--- config.mk ---
export PLATFORM = sky130hd
export DESIGN_NAME = spi_slave_transaction_port
export DESIGN_NICKNAME = d
export VERILOG_FILES = /design/src/design/spi_port_pkg.sv /design/src/design/pin_sync.sv /design/src/design/spi_slave_transaction_port.sv
export SDC_FILE = /design/constraint.sdc
export NUM_CORES = 1
export LEC_CHECK = 0
export BUFFER_PORTS_ARGS = -buffer_cell sky130_fd_sc_hd__buf_2
export CORE_MARGIN = 10
export CORE_UTILIZATION = 34
export CTS_BUF_LIST = sky130_fd_sc_hd__clkbuf_2
export CTS_CLUSTER_SIZE = 30
export DETAILED_ROUTE_END_ITERATION = 6
export SYNTH_ARGS = -nofsm -noshare
export SYNTH_HDL_FRONTEND = slang
export SYNTH_SLANG_ARGS = --single-unit
--- constraint.sdc ---
create_clock -name clk -period 2.25 [get_ports clk]
set_input_delay 0.1125 -clock clk [delete_from_list [all_inputs] [get_ports clk]]
set_output_delay 0.1125 -clock clk [all_outputs]
set_load 0.02 [all_outputs]
--- src/design/spi_port_pkg.sv ---
// Constants for the slave serial transaction port
package spi_port_pkg;

	// ------------------------------------------------------------
	// Register locations (SFR space and I/O RAM space)
	// ------------------------------------------------------------
	localparam logic [15:0] ADDR_INT_FLAG   = 16'h00F8;
	localparam logic [15:0] ADDR_CMD_CAP    = 16'h00FD;
	localparam logic [15:0] ADDR_INT_EN     = 16'h2701;
	localparam logic [15:0] ADDR_STATUS     = 16'h2708;
	localparam logic [15:0] ADDR_PORT_CTRL  = 16'h270C;

	// ------------------------------------------------------------
	// Field positions
	// ------------------------------------------------------------
	localparam int BIT_INT_FLAG   = 7;
	localparam int BIT_INT_EN     = 7;
	localparam int BIT_PORT_EN    = 4;
	localparam int BIT_GUARD      = 3;
	localparam int ST_READY_ERR   = 7;
	localparam int ST_RD_PARITY   = 6;
	localparam int ST_WR_PARITY   = 5;
	localparam int ST_CNT_HI      = 4;
	localparam int ST_CNT_LO      = 2;
	localparam int ST_FLASH_MODE  = 1;
	localparam int ST_FLASH_READY = 0;

	// ------------------------------------------------------------
	// Reset values
	// ------------------------------------------------------------
	localparam logic       RST_INT_FLAG  = 1'b0;
	localparam logic       RST_INT_EN    = 1'b0;
	localparam logic       RST_PORT_EN   = 1'b1;
	localparam logic       RST_GUARD     = 1'b0;
	localparam logic [7:0] RST_STATUS    = 8'h00;
	localparam logic [7:0] RST_CMD_CAP   = 8'h00;

	// ------------------------------------------------------------
	// Protocol values
	// ------------------------------------------------------------
	localparam logic [7:0]  CMD_QUIET_RD  = 8'h80;
	localparam logic [7:0]  CMD_QUIET_WR  = 8'h00;
	localparam logic [2:0]  SHORT_COUNT   = 3'h7;
	localparam logic [2:0]  HEADER_BYTES  = 3'h3;
	localparam logic [15:0] GUARD_LO      = 16'h0400;
	localparam logic [15:0] GUARD_HI      = 16'h040F;

endpackage : spi_port_pkg

--- src/design/pin_sync.sv ---
// Two-flop synchroniser for a group of pin inputs
module pin_sync #(
	parameter int               WIDTH   = 4,
	parameter logic [WIDTH-1:0] RST_VAL = '0
) (
	input  wire logic             clk,
	input  wire logic             rstn,
	input  wire logic             ce,
	input  wire logic [WIDTH-1:0] d,
	output logic      [WIDTH-1:0] q
);

	// ------------------------------------------------------------
	// Per-bit synchroniser
	// ------------------------------------------------------------
	genvar i;
	generate
		for (i = 0; i < WIDTH; i++) begin : g_bit
			logic meta_reg;
			logic sync_reg;
			always_ff @(posedge clk or negedge rstn) begin
				if (!rstn) begin
					meta_reg <= RST_VAL[i];
					sync_reg <= RST_VAL[i];
				end else if (ce) begin
					meta_reg <= d[i];
					sync_reg <= meta_reg;
				end
			end
			assign q[i] = sync_reg;
		end
	endgenerate

endmodule : pin_sync

--- src/design/spi_slave_transaction_port.sv ---
// Slave serial port giving an external host access to memory and commands
module spi_slave_transaction_port (
	input  wire logic        clk,
	input  wire logic        rstn,
	input  wire logic        ce,
	input  wire logic        select_low_pin,
	input  wire logic        serial_clock_pin,
	input  wire logic        serial_data_in_pin,
	output logic             serial_data_out,
	output logic             serial_data_out_oe,
	output logic             shared_pins_spi_sel,
	input  wire logic        test_pin,
	input  wire logic        flash_programming_mode,
	input  wire logic        flash_write_ready,
	input  wire logic        mpu_sfr_sel,
	input  wire logic [15:0] mpu_addr,
	input  wire logic        mpu_wr,
	input  wire logic [7:0]  mpu_wdata,
	output logic      [7:0]  mpu_rdata,
	output logic             mpu_irq,
	output logic             mem_req,
	output logic             mem_we,
	output logic      [15:0] mem_addr,
	output logic      [7:0]  mem_wdata,
	input  wire logic        mem_ack,
	input  wire logic [7:0]  mem_rdata
);
	import spi_port_pkg::*;

	// ------------------------------------------------------------
	// State
	// ------------------------------------------------------------
	typedef struct packed {
		logic        act;
		logic        sck_d;
		logic [2:0]  bit_cnt;
		logic [2:0]  byte_cnt;
		logic        multi;
		logic        data_ph;
		logic [7:0]  rx_sh;
		logic [7:0]  tx_sh;
		logic [7:0]  tx_byte;
		logic [15:0] addr;
		logic [7:0]  cmd;
		logic [7:0]  rd_buf;
		logic        rd_valid;
		logic        mem_req;
		logic        mem_we;
		logic [15:0] mem_addr;
		logic [7:0]  mem_wdata;
		logic        rdy_err;
		logic        rd_par;
		logic        wr_par;
		logic [7:0]  status;
		logic [7:0]  cap;
		logic        flag;
		logic        int_en;
		logic        port_en;
		logic        guard;
		logic [7:0]  rdata;
	} state_t;

	state_t s_reg;
	state_t s_next;

	// ------------------------------------------------------------
	// Pin synchronisers
	// ------------------------------------------------------------
	logic [3:0] pins_s;
	logic       sel_low_s;
	logic       sck_s;
	logic       sdi_s;
	logic       test_s;

	pin_sync #(
		.WIDTH   (4),
		.RST_VAL (4'h1)
	) u_sync (
		.clk  (clk),
		.rstn (rstn),
		.ce   (ce),
		.d    ({test_pin, serial_data_in_pin, serial_clock_pin, select_low_pin}),
		.q    (pins_s)
	);

	assign sel_low_s = pins_s[0];
	assign sck_s     = pins_s[1];
	assign sdi_s     = pins_s[2];
	assign test_s    = pins_s[3];

	// ------------------------------------------------------------
	// Events
	// ------------------------------------------------------------
	logic       sel_active;
	logic       start_evt;
	logic       end_evt;
	logic       sck_rise;
	logic       sck_fall;
	logic       single;
	logic       in_window;
	logic [7:0] rx_byte;
	logic [2:0] data_count;

	assign sel_active = !sel_low_s && s_reg.port_en;
	assign start_evt  = sel_active && !s_reg.act;
	assign end_evt    = !sel_active && s_reg.act;
	assign sck_rise   = sck_s && !s_reg.sck_d;
	assign sck_fall   = !sck_s && s_reg.sck_d;
	assign single     = !s_reg.multi && (s_reg.byte_cnt == 3'h1);
	assign in_window  = (s_reg.addr >= GUARD_LO) && (s_reg.addr <= GUARD_HI);
	assign rx_byte    = {s_reg.rx_sh[6:0], sdi_s};
	assign data_count = s_reg.data_ph ? (s_reg.byte_cnt - HEADER_BYTES)
	                                  : SHORT_COUNT;

	// ------------------------------------------------------------
	// Next state
	// ------------------------------------------------------------
	always_comb begin
		s_next       = s_reg;
		s_next.sck_d = sck_s;
		s_next.act   = sel_active;

		// Register read mux, other bits read zero
		s_next.rdata = 8'h00;
		if (mpu_sfr_sel) begin
			if (mpu_addr == ADDR_INT_FLAG) begin
				s_next.rdata[BIT_INT_FLAG] = s_reg.flag;
			end else if (mpu_addr == ADDR_CMD_CAP) begin
				s_next.rdata = s_reg.cap;
			end
		end else begin
			if (mpu_addr == ADDR_INT_EN) begin
				s_next.rdata[BIT_INT_EN] = s_reg.int_en;
			end else if (mpu_addr == ADDR_STATUS) begin
				s_next.rdata = s_reg.status;
			end else if (mpu_addr == ADDR_PORT_CTRL) begin
				s_next.rdata[BIT_PORT_EN] = s_reg.port_en;
				s_next.rdata[BIT_GUARD]   = s_reg.guard;
			end
		end

		// Register writes
		if (mpu_wr) begin
			if (mpu_sfr_sel) begin
				if (mpu_addr == ADDR_INT_FLAG && !mpu_wdata[BIT_INT_FLAG]) begin
					s_next.flag = 1'b0;
				end
			end else if (mpu_addr == ADDR_INT_EN) begin
				s_next.int_en = mpu_wdata[BIT_INT_EN];
			end else if (mpu_addr == ADDR_PORT_CTRL) begin
				s_next.port_en = mpu_wdata[BIT_PORT_EN];
				s_next.guard   = mpu_wdata[BIT_GUARD];
			end
		end

		// Memory answer
		if (s_reg.mem_req && mem_ack) begin
			s_next.mem_req = 1'b0;
			if (!s_reg.mem_we) begin
				s_next.rd_buf   = mem_rdata;
				s_next.rd_valid = 1'b1;
			end
		end

		if (start_evt) begin
			s_next.bit_cnt  = 3'h0;
			s_next.byte_cnt = 3'h0;
			s_next.multi    = 1'b0;
			s_next.data_ph  = 1'b0;
			s_next.rdy_err  = 1'b0;
			s_next.rd_par   = 1'b0;
			s_next.wr_par   = 1'b0;
			s_next.rd_valid = 1'b0;
			s_next.tx_sh    = 8'h00;
			s_next.tx_byte  = 8'h00;
		end else if (s_reg.act && sel_active) begin
			if (sck_rise) begin
				s_next.rx_sh   = rx_byte;
				s_next.wr_par  = s_reg.wr_par ^ sdi_s;
				s_next.bit_cnt = s_reg.bit_cnt + 3'h1;
				if (s_reg.bit_cnt == 3'h7) begin
					s_next.byte_cnt = s_reg.byte_cnt + 3'h1;
					if (!s_reg.multi) begin
						unique case (s_reg.byte_cnt)
							3'h0: s_next.addr[15:8] = rx_byte;
							3'h1: s_next.addr[7:0]  = rx_byte;
							default: begin
								s_next.cmd   = rx_byte;
								s_next.multi = 1'b1;
								if (rx_byte[7]) begin
									s_next.rd_valid = 1'b0;
									s_next.addr     = s_reg.addr + 16'h0001;
									if (s_next.mem_req) begin
										s_next.rdy_err = 1'b1;
									end else begin
										s_next.mem_req  = 1'b1;
										s_next.mem_we   = 1'b0;
										s_next.mem_addr = s_reg.addr;
									end
								end
							end
						endcase
					end else if (!s_reg.data_ph) begin
						s_next.data_ph = 1'b1;
					end else if (!s_reg.cmd[7]) begin
						s_next.addr = s_reg.addr + 16'h0001;
						if (s_next.mem_req) begin
							s_next.rdy_err = 1'b1;
						end else if (!s_reg.guard || in_window) begin
							s_next.mem_req   = 1'b1;
							s_next.mem_we    = 1'b1;
							s_next.mem_addr  = s_reg.addr;
							s_next.mem_wdata = rx_byte;
						end
					end else begin
						// Parity only of bytes fully shifted out
						s_next.rd_par = s_reg.rd_par ^ (^s_reg.tx_byte);
					end
				end
			end else if (sck_fall) begin
				if (s_reg.bit_cnt == 3'h0 && s_reg.multi && !s_reg.data_ph) begin
					s_next.tx_sh = s_reg.status;
				end else if (s_reg.bit_cnt == 3'h0 && s_reg.data_ph && s_reg.cmd[7]) begin
					s_next.rd_valid = 1'b0;
					s_next.addr     = s_reg.addr + 16'h0001;
					if (s_reg.rd_valid) begin
						s_next.tx_sh  = s_reg.rd_buf;
						s_next.tx_byte = s_reg.rd_buf;
					end else begin
						s_next.tx_sh   = 8'h00;
						s_next.tx_byte = 8'h00;
						s_next.rdy_err = 1'b1;
					end
					if (s_next.mem_req) begin
						s_next.rdy_err = 1'b1;
					end else begin
						s_next.mem_req  = 1'b1;
						s_next.mem_we   = 1'b0;
						s_next.mem_addr = s_reg.addr;
					end
				end else begin
					s_next.tx_sh = {s_reg.tx_sh[6:0], 1'b0};
				end
			end
		end

		// Transaction end, hardware set wins over software clear
		if (end_evt) begin
			s_next.status[ST_READY_ERR]            = s_reg.rdy_err;
			s_next.status[ST_RD_PARITY]            = s_reg.rd_par;
			s_next.status[ST_WR_PARITY]            = s_reg.wr_par;
			s_next.status[ST_CNT_HI:ST_CNT_LO]     = data_count;
			s_next.status[ST_FLASH_MODE]  = flash_programming_mode && test_s;
			s_next.status[ST_FLASH_READY] = flash_programming_mode
			                                && flash_write_ready;
			if (single) begin
				s_next.cap  = s_reg.addr[15:8];
				s_next.flag = 1'b1;
			end else if (s_reg.multi && s_reg.cmd != CMD_QUIET_RD
			             && s_reg.cmd != CMD_QUIET_WR) begin
				s_next.cap  = s_reg.cmd;
				s_next.flag = 1'b1;
			end
		end
	end

	// ------------------------------------------------------------
	// State register
	// ------------------------------------------------------------
	always_ff @(posedge clk or negedge rstn) begin
		if (!rstn) begin
			s_reg         <= '0;
			s_reg.flag    <= RST_INT_FLAG;
			s_reg.int_en  <= RST_INT_EN;
			s_reg.port_en <= RST_PORT_EN;
			s_reg.guard   <= RST_GUARD;
			s_reg.status  <= RST_STATUS;
			s_reg.cap     <= RST_CMD_CAP;
			s_reg.sck_d   <= 1'b0;
		end else if (ce) begin
			s_reg <= s_next;
		end
	end

	// ------------------------------------------------------------
	// Outputs
	// ------------------------------------------------------------
	assign serial_data_out     = s_reg.tx_sh[7];
	assign serial_data_out_oe  = s_reg.act;
	assign shared_pins_spi_sel = s_reg.port_en;
	assign mpu_rdata           = s_reg.rdata;
	assign mpu_irq             = s_reg.flag && s_reg.int_en;
	assign mem_req             = s_reg.mem_req;
	assign mem_we              = s_reg.mem_we;
	assign mem_addr            = s_reg.mem_addr;
	assign mem_wdata           = s_reg.mem_wdata;
endmodule : spi_slave_transaction_port

* Word-level counts from Yosys, hierarchy flattened
Cells that the tools add are included.
Cells by class: $add $sub $neg 4, $lt $le $gt $ge 2, equal/unequal tests 29, mux-type cells 82, bitwise gates (word level) 10, reductions and logical operators 65
Operators with widths (count):
- 16-bit 2-to-1 mux | 9
- 19-bit 2-to-1 mux | 6
- 8-bit 2-to-1 mux | 10
- 26-bit 2-to-1 mux | 3
- 24-bit 2-to-1 mux | 3
- 56-bit 2-to-1 mux | 1
- 16-bit by 14-bit equality test with 1-bit output, second input constant | 3
- 11-bit AND reduction | 3
- 16-bit by 8-bit equality test with 1-bit output, second input constant | 2
- 32-bit 2-to-1 mux | 1
- 8-bit one-hot mux with 2 select lines | 2
- 30-bit 2-to-1 mux | 1
- 29-bit 2-to-1 mux | 1
- 28-bit 2-to-1 mux | 1
- 27-bit 2-to-1 mux | 1
- 1-bit 2-to-1 mux | 24
- 3-bit inequality test, second input constant | 8
- 2-bit nonzero test | 11
- 1-bit logical AND | 19
- 18-bit 2-to-1 mux | 1
- 9-bit 2-to-1 mux | 2
- 17-bit 2-to-1 mux | 1
- 16-bit by 1-bit adder with 16-bit output, second input constant | 1
- 16-bit by 11-bit greater-or-equal comparator with 1-bit output, second input constant | 1
- 34 further kinds | 77
Word-level totals: bits in registers 132, input port bits 44

* Depth between registers and ports, before layout
depth in word-level cells 12, gate-level depth with buffers 10, gate-level depth less buffers 7

* Cells and area by module
From an unflattened synthesis, not the netlist that was laid out.
Unflattened totals: cell total of the unflattened synthesis 664, area, all modules 6691.4 sq um
Modules (own cells, without submodules):
- spi_slave_transaction_port | instances 1, cells an instance 643, area each 6327.3 sq um, seq. area each 3079.2 sq um
- pin_sync | instances 1, cells an instance 21, area each 364.1 sq um, seq. area each 202.7 sq um

* Worst setup path before layout
No wires, ideal clock.
path type reg-to-reg, start point register s_reg[119] (netlist name), end point register s_reg, in the netlist mem_wdata[1], library setup time 0.128 ns, arrival time 1.988 ns, data required time 2.122 ns, path slack 0.135 ns, stages on the path, launching flop included 9, path buffers 1, clock period less this slack 2.115 ns, cells stage by stage dfrtp_1 ha_1 ha_1 buf_2 nand2_1 a21oi_2 and2_1 nand3_1 mux2_1
Between the ends: cells in the longest elaborated chain, start to end 2
RTL lines:
- start, declared | line spi_slave_transaction_port.sv:63 | state_t s_reg;
- start signal, assigned | line spi_slave_transaction_port.sv:281 | s_reg <= s_next;
- 3-bit equality test | line spi_slave_transaction_port.sv:181 | if (s_reg.bit_cnt == 3'h7) begin
- 10-bit AND reduction (no line)
No other way between the ends. A chain may end at the register's enable or synchronous reset.

* Worst setup path after layout
start point register s_reg[116] (netlist name), end point register s_reg, in the netlist mem_addr[0]
Between the ends: cells in the longest elaborated chain, start to end 4
RTL lines:
- 3-bit by 1-bit equality test with 1-bit output or 3-bit logical NOT (tied branches) | line spi_slave_transaction_port.sv:184 | unique case (s_reg.byte_cnt)
- 2-bit OR reduction (no line) *
- 3-bit inequality test (no line) *
- 13-bit AND reduction (no line) *
Every way passes the cells marked *; elsewhere a longest branch is shown, timed or not.

==> metrics.md <==
| Metric | Value |
|---|---|
| Status | finished clean |
| CTS buffer count | 17 |
| Router iterations before antenna repair | 7 |
| Most frequent cell after synthesis | dfrtp_1 |
| Worst EP required | around 2.8 ns |
| Worst hold path type | primary input to flop |
| Crit path kind | flop to flop |
| Post-Syn Nets | 748 |
| Final setup viols | 0 |
| Unrepaired setup endpoints after global routing | no |
| Vias | roughly 5600 |
| Area occupied by multi-input gates | ~3000 sq um |
| Worst vdd ir | 0.2894 mV |
| Syn_area_per_cell | 9.741 sq um |
| Peak fanout along the critical path | 17 |
| Total of max-cap violations | 0 |
| # rows | 51 |
| Core Area | 19530 sq um |
| Final Net Count | 872 |
| Clock Skew | 0.02555 ns |
| # IOs | 82 |
| Tot Pwr | 4.253 mW |
| Dpl ws | between 0.1 and 0.15 ns |
| GR Util met1 | 19.11% |
| Register area | 3282 sq um |
| Initial DRC count | 498 |
| Area delta synth->final | 21.75% |
| Cell count after synthesis | 694 |
| Initial Util | 34.62% |
| Cell Area, Synth | 6760 sq um |
| Synth area leaders | dfrtp_1 47%, nand2_1 4.4%, mux2_2 4.0% |
| Routed vias/inst | 5.074 |
| Ys Warns | 0 |
| Antenna viol nets, final | 0 |
| Antenna violations before repair | 2 |
| Sequential area share after synthesis | 48.55% |
| GP Congestion | 0.8524 |
| Synth top cells by count | 128 x dfrtp_1, 79 x nand2_1, 46 x a21oi_1 |
| Clk sinks | 131 |
| PortBufs | 76 |
| Post-synth top area cell | dfrtp_1 |
| Gr busiest metal | met2 |
| Post-route clock period utilization | 93.55% |
| Wire per inst | 16.93 um |
| Worst skew pair latency | 0.70 ns |
| DRC | 0 |
| CTS Buffer Depth | 2 |
| Critical Path Sink Type | flop |
| Tmin final | 2.105 ns |
| Setup WS post-layout | between 0.1 and 0.15 ns |
| Die ar. | roughly 26000 sq um |
| Final Hold Vio Count | 0 |
| CTS tree | built |
| Worst slew pin tran | 0.7064 ns |
| Post-DP HPWL | 13.15 mm |
| Unique masters post-synth | 64 |
| Root Buffer | clkbuf_2 |
| GR Util met3 | 3.559% |
| Post-synth EDFFs | 0 |
| Die H | 161.0 um |
| Share of layout cells above drive strength 1 | around a quarter |
| Min Hold Slack | 0.1644 ns |
| Pwr dens | 516.7 nW/um^2 |
| Post-synth top flop | dfrtp_1 |
| Ys async rst share | 100.0% |
| Vias in the first global route | between 5000 and 6000 |
| GRT Total Usage | 14.31% |
| Reg clk slew, reported paths | 0.19 ns |
| Setup tns final | 0 ns |
| H-tree depth | 4 |
| Synth Register Bits | ~130 |
| Startpoint Class | flop |
| Grt ovf | 0 |
| Area share of the largest cell type after synthesis | 47.38% |
| Filler instances | 1954 |
| Met2 Use GR | 22.59% |
| Max_slew headroom | 52.59% |
| Chip width | 161.0 um |
| Max frequency | 0.4751 GHz |
| Pin count of the biggest net entering global routing | 48 |
| Critical Path AT | 2.69 ns |
| Max FFs per register | between 70 and 80 |
| Final Core Density | 42.15% |
| First-pass GRT wire length | 30.19 mm |
| Pins Over Slew Limit | 0 |
| Routed wire length | 18.58 mm |
| P_leak | 3.713 nW |
## power breakdown
group / total [mW] / internal (mW) / switching, mW
clock: 1.48 / 0.607 / 0.869
sequential: 2.44 / 2.40 / 0.0422
combinational: 0.336 / 0.152 / 0.184
## final timing paths
check,slack [ns],endpoint,cells after the start,from
worst max register to register,0.15,mem_addr[0],8,s_reg[116]
worst max-delay path,0.15,mem_addr[0],8,s_reg[116]
worst min register to register,0.51,s_reg[101],2,s_reg[101]
worst min-delay path,0.16,s_reg[61],3,mem_rdata[3]
min in group asynchronous,0.50,shared_pins_spi_sel,3,rstn
max in group asynchronous,1.42,u_sync.g_bit[0].sync_reg,4,rstn
## cells by family after synthesis
| logic type | count (synthesis) | synth area share, % |
|---|---|---|
| simple gates | 225 | 16.95 |
| compound gates | 188 | 17.27 |
| flops | 131 | 48.55 |
| buf+inv | 90 | 7.348 |
| mux | 42 | 6.996 |
| fa+ha+maj | 10 | 1.851 |
| xor+xnor | 8 | 1.037 |
## critical path: stages (launching register included)
cell and delay (ns):
dfrtp_1 0.42, inv_1 0.08, ha_1 0.22, o21ba_2 0.25, o221ai_1 0.22, a41oi_2 0.09, a211o_1 0.35, buf_12 0.16
a22o_1 0.22
## routing by layer
metal	up-vias	share of wire (%)
li1	2707	-
met4	0	0.95
met1	2737	47
met2	110	48
met3	12	4.7
met5	-	0
## cell type report
cell class | count | share of cell area (%)
flip-flops and latches | 131 | 39.88
multi-input cells | 473 | 36.41
repair buffers | 173 | 15.76
well taps | 265 | 4.029
clock inverters | 12 | 1.703
clock buffers | 19 | 1.155
inverters | 22 | 1.003
diodes | 2 | 0.06081
## cells in the final DEF (no fill, tap or decap), types with 15 or more instances in the layout
cell type	n
o21ai_0	34
dfrtp_1	128
buf_2	75
mux2_2	24
clkbuf_2	19
a22o_1	21
o21ai_1	36
nand2_1	78
buf_4	47
mux2_1	18
a22oi_1	15
dlygate4sd3_1	45
nand3_1	26
nor2_1	40
inv_1	21
a21oi_1	45
## repair_timing
| item | in CTS | in global routing |
|---|---|---|
| buffers inserted | 0 | 1 |
| hold buffers | 47 | 0 |
| hold endpoints to repair | 163 | 0 |
| setup endpoints to repair | 0 | 28 |
| gates resized for setup | 0 | 4 |
## metrics by stage
stage,instance area (sq um),instances
final,8230,1097
after floorplan,6760,694
after global placement,7490,1017
after global routing,8230,1097
after detailed placement,7490,1017
after CTS,8213,1095
(Power assumes the default switching activity.)
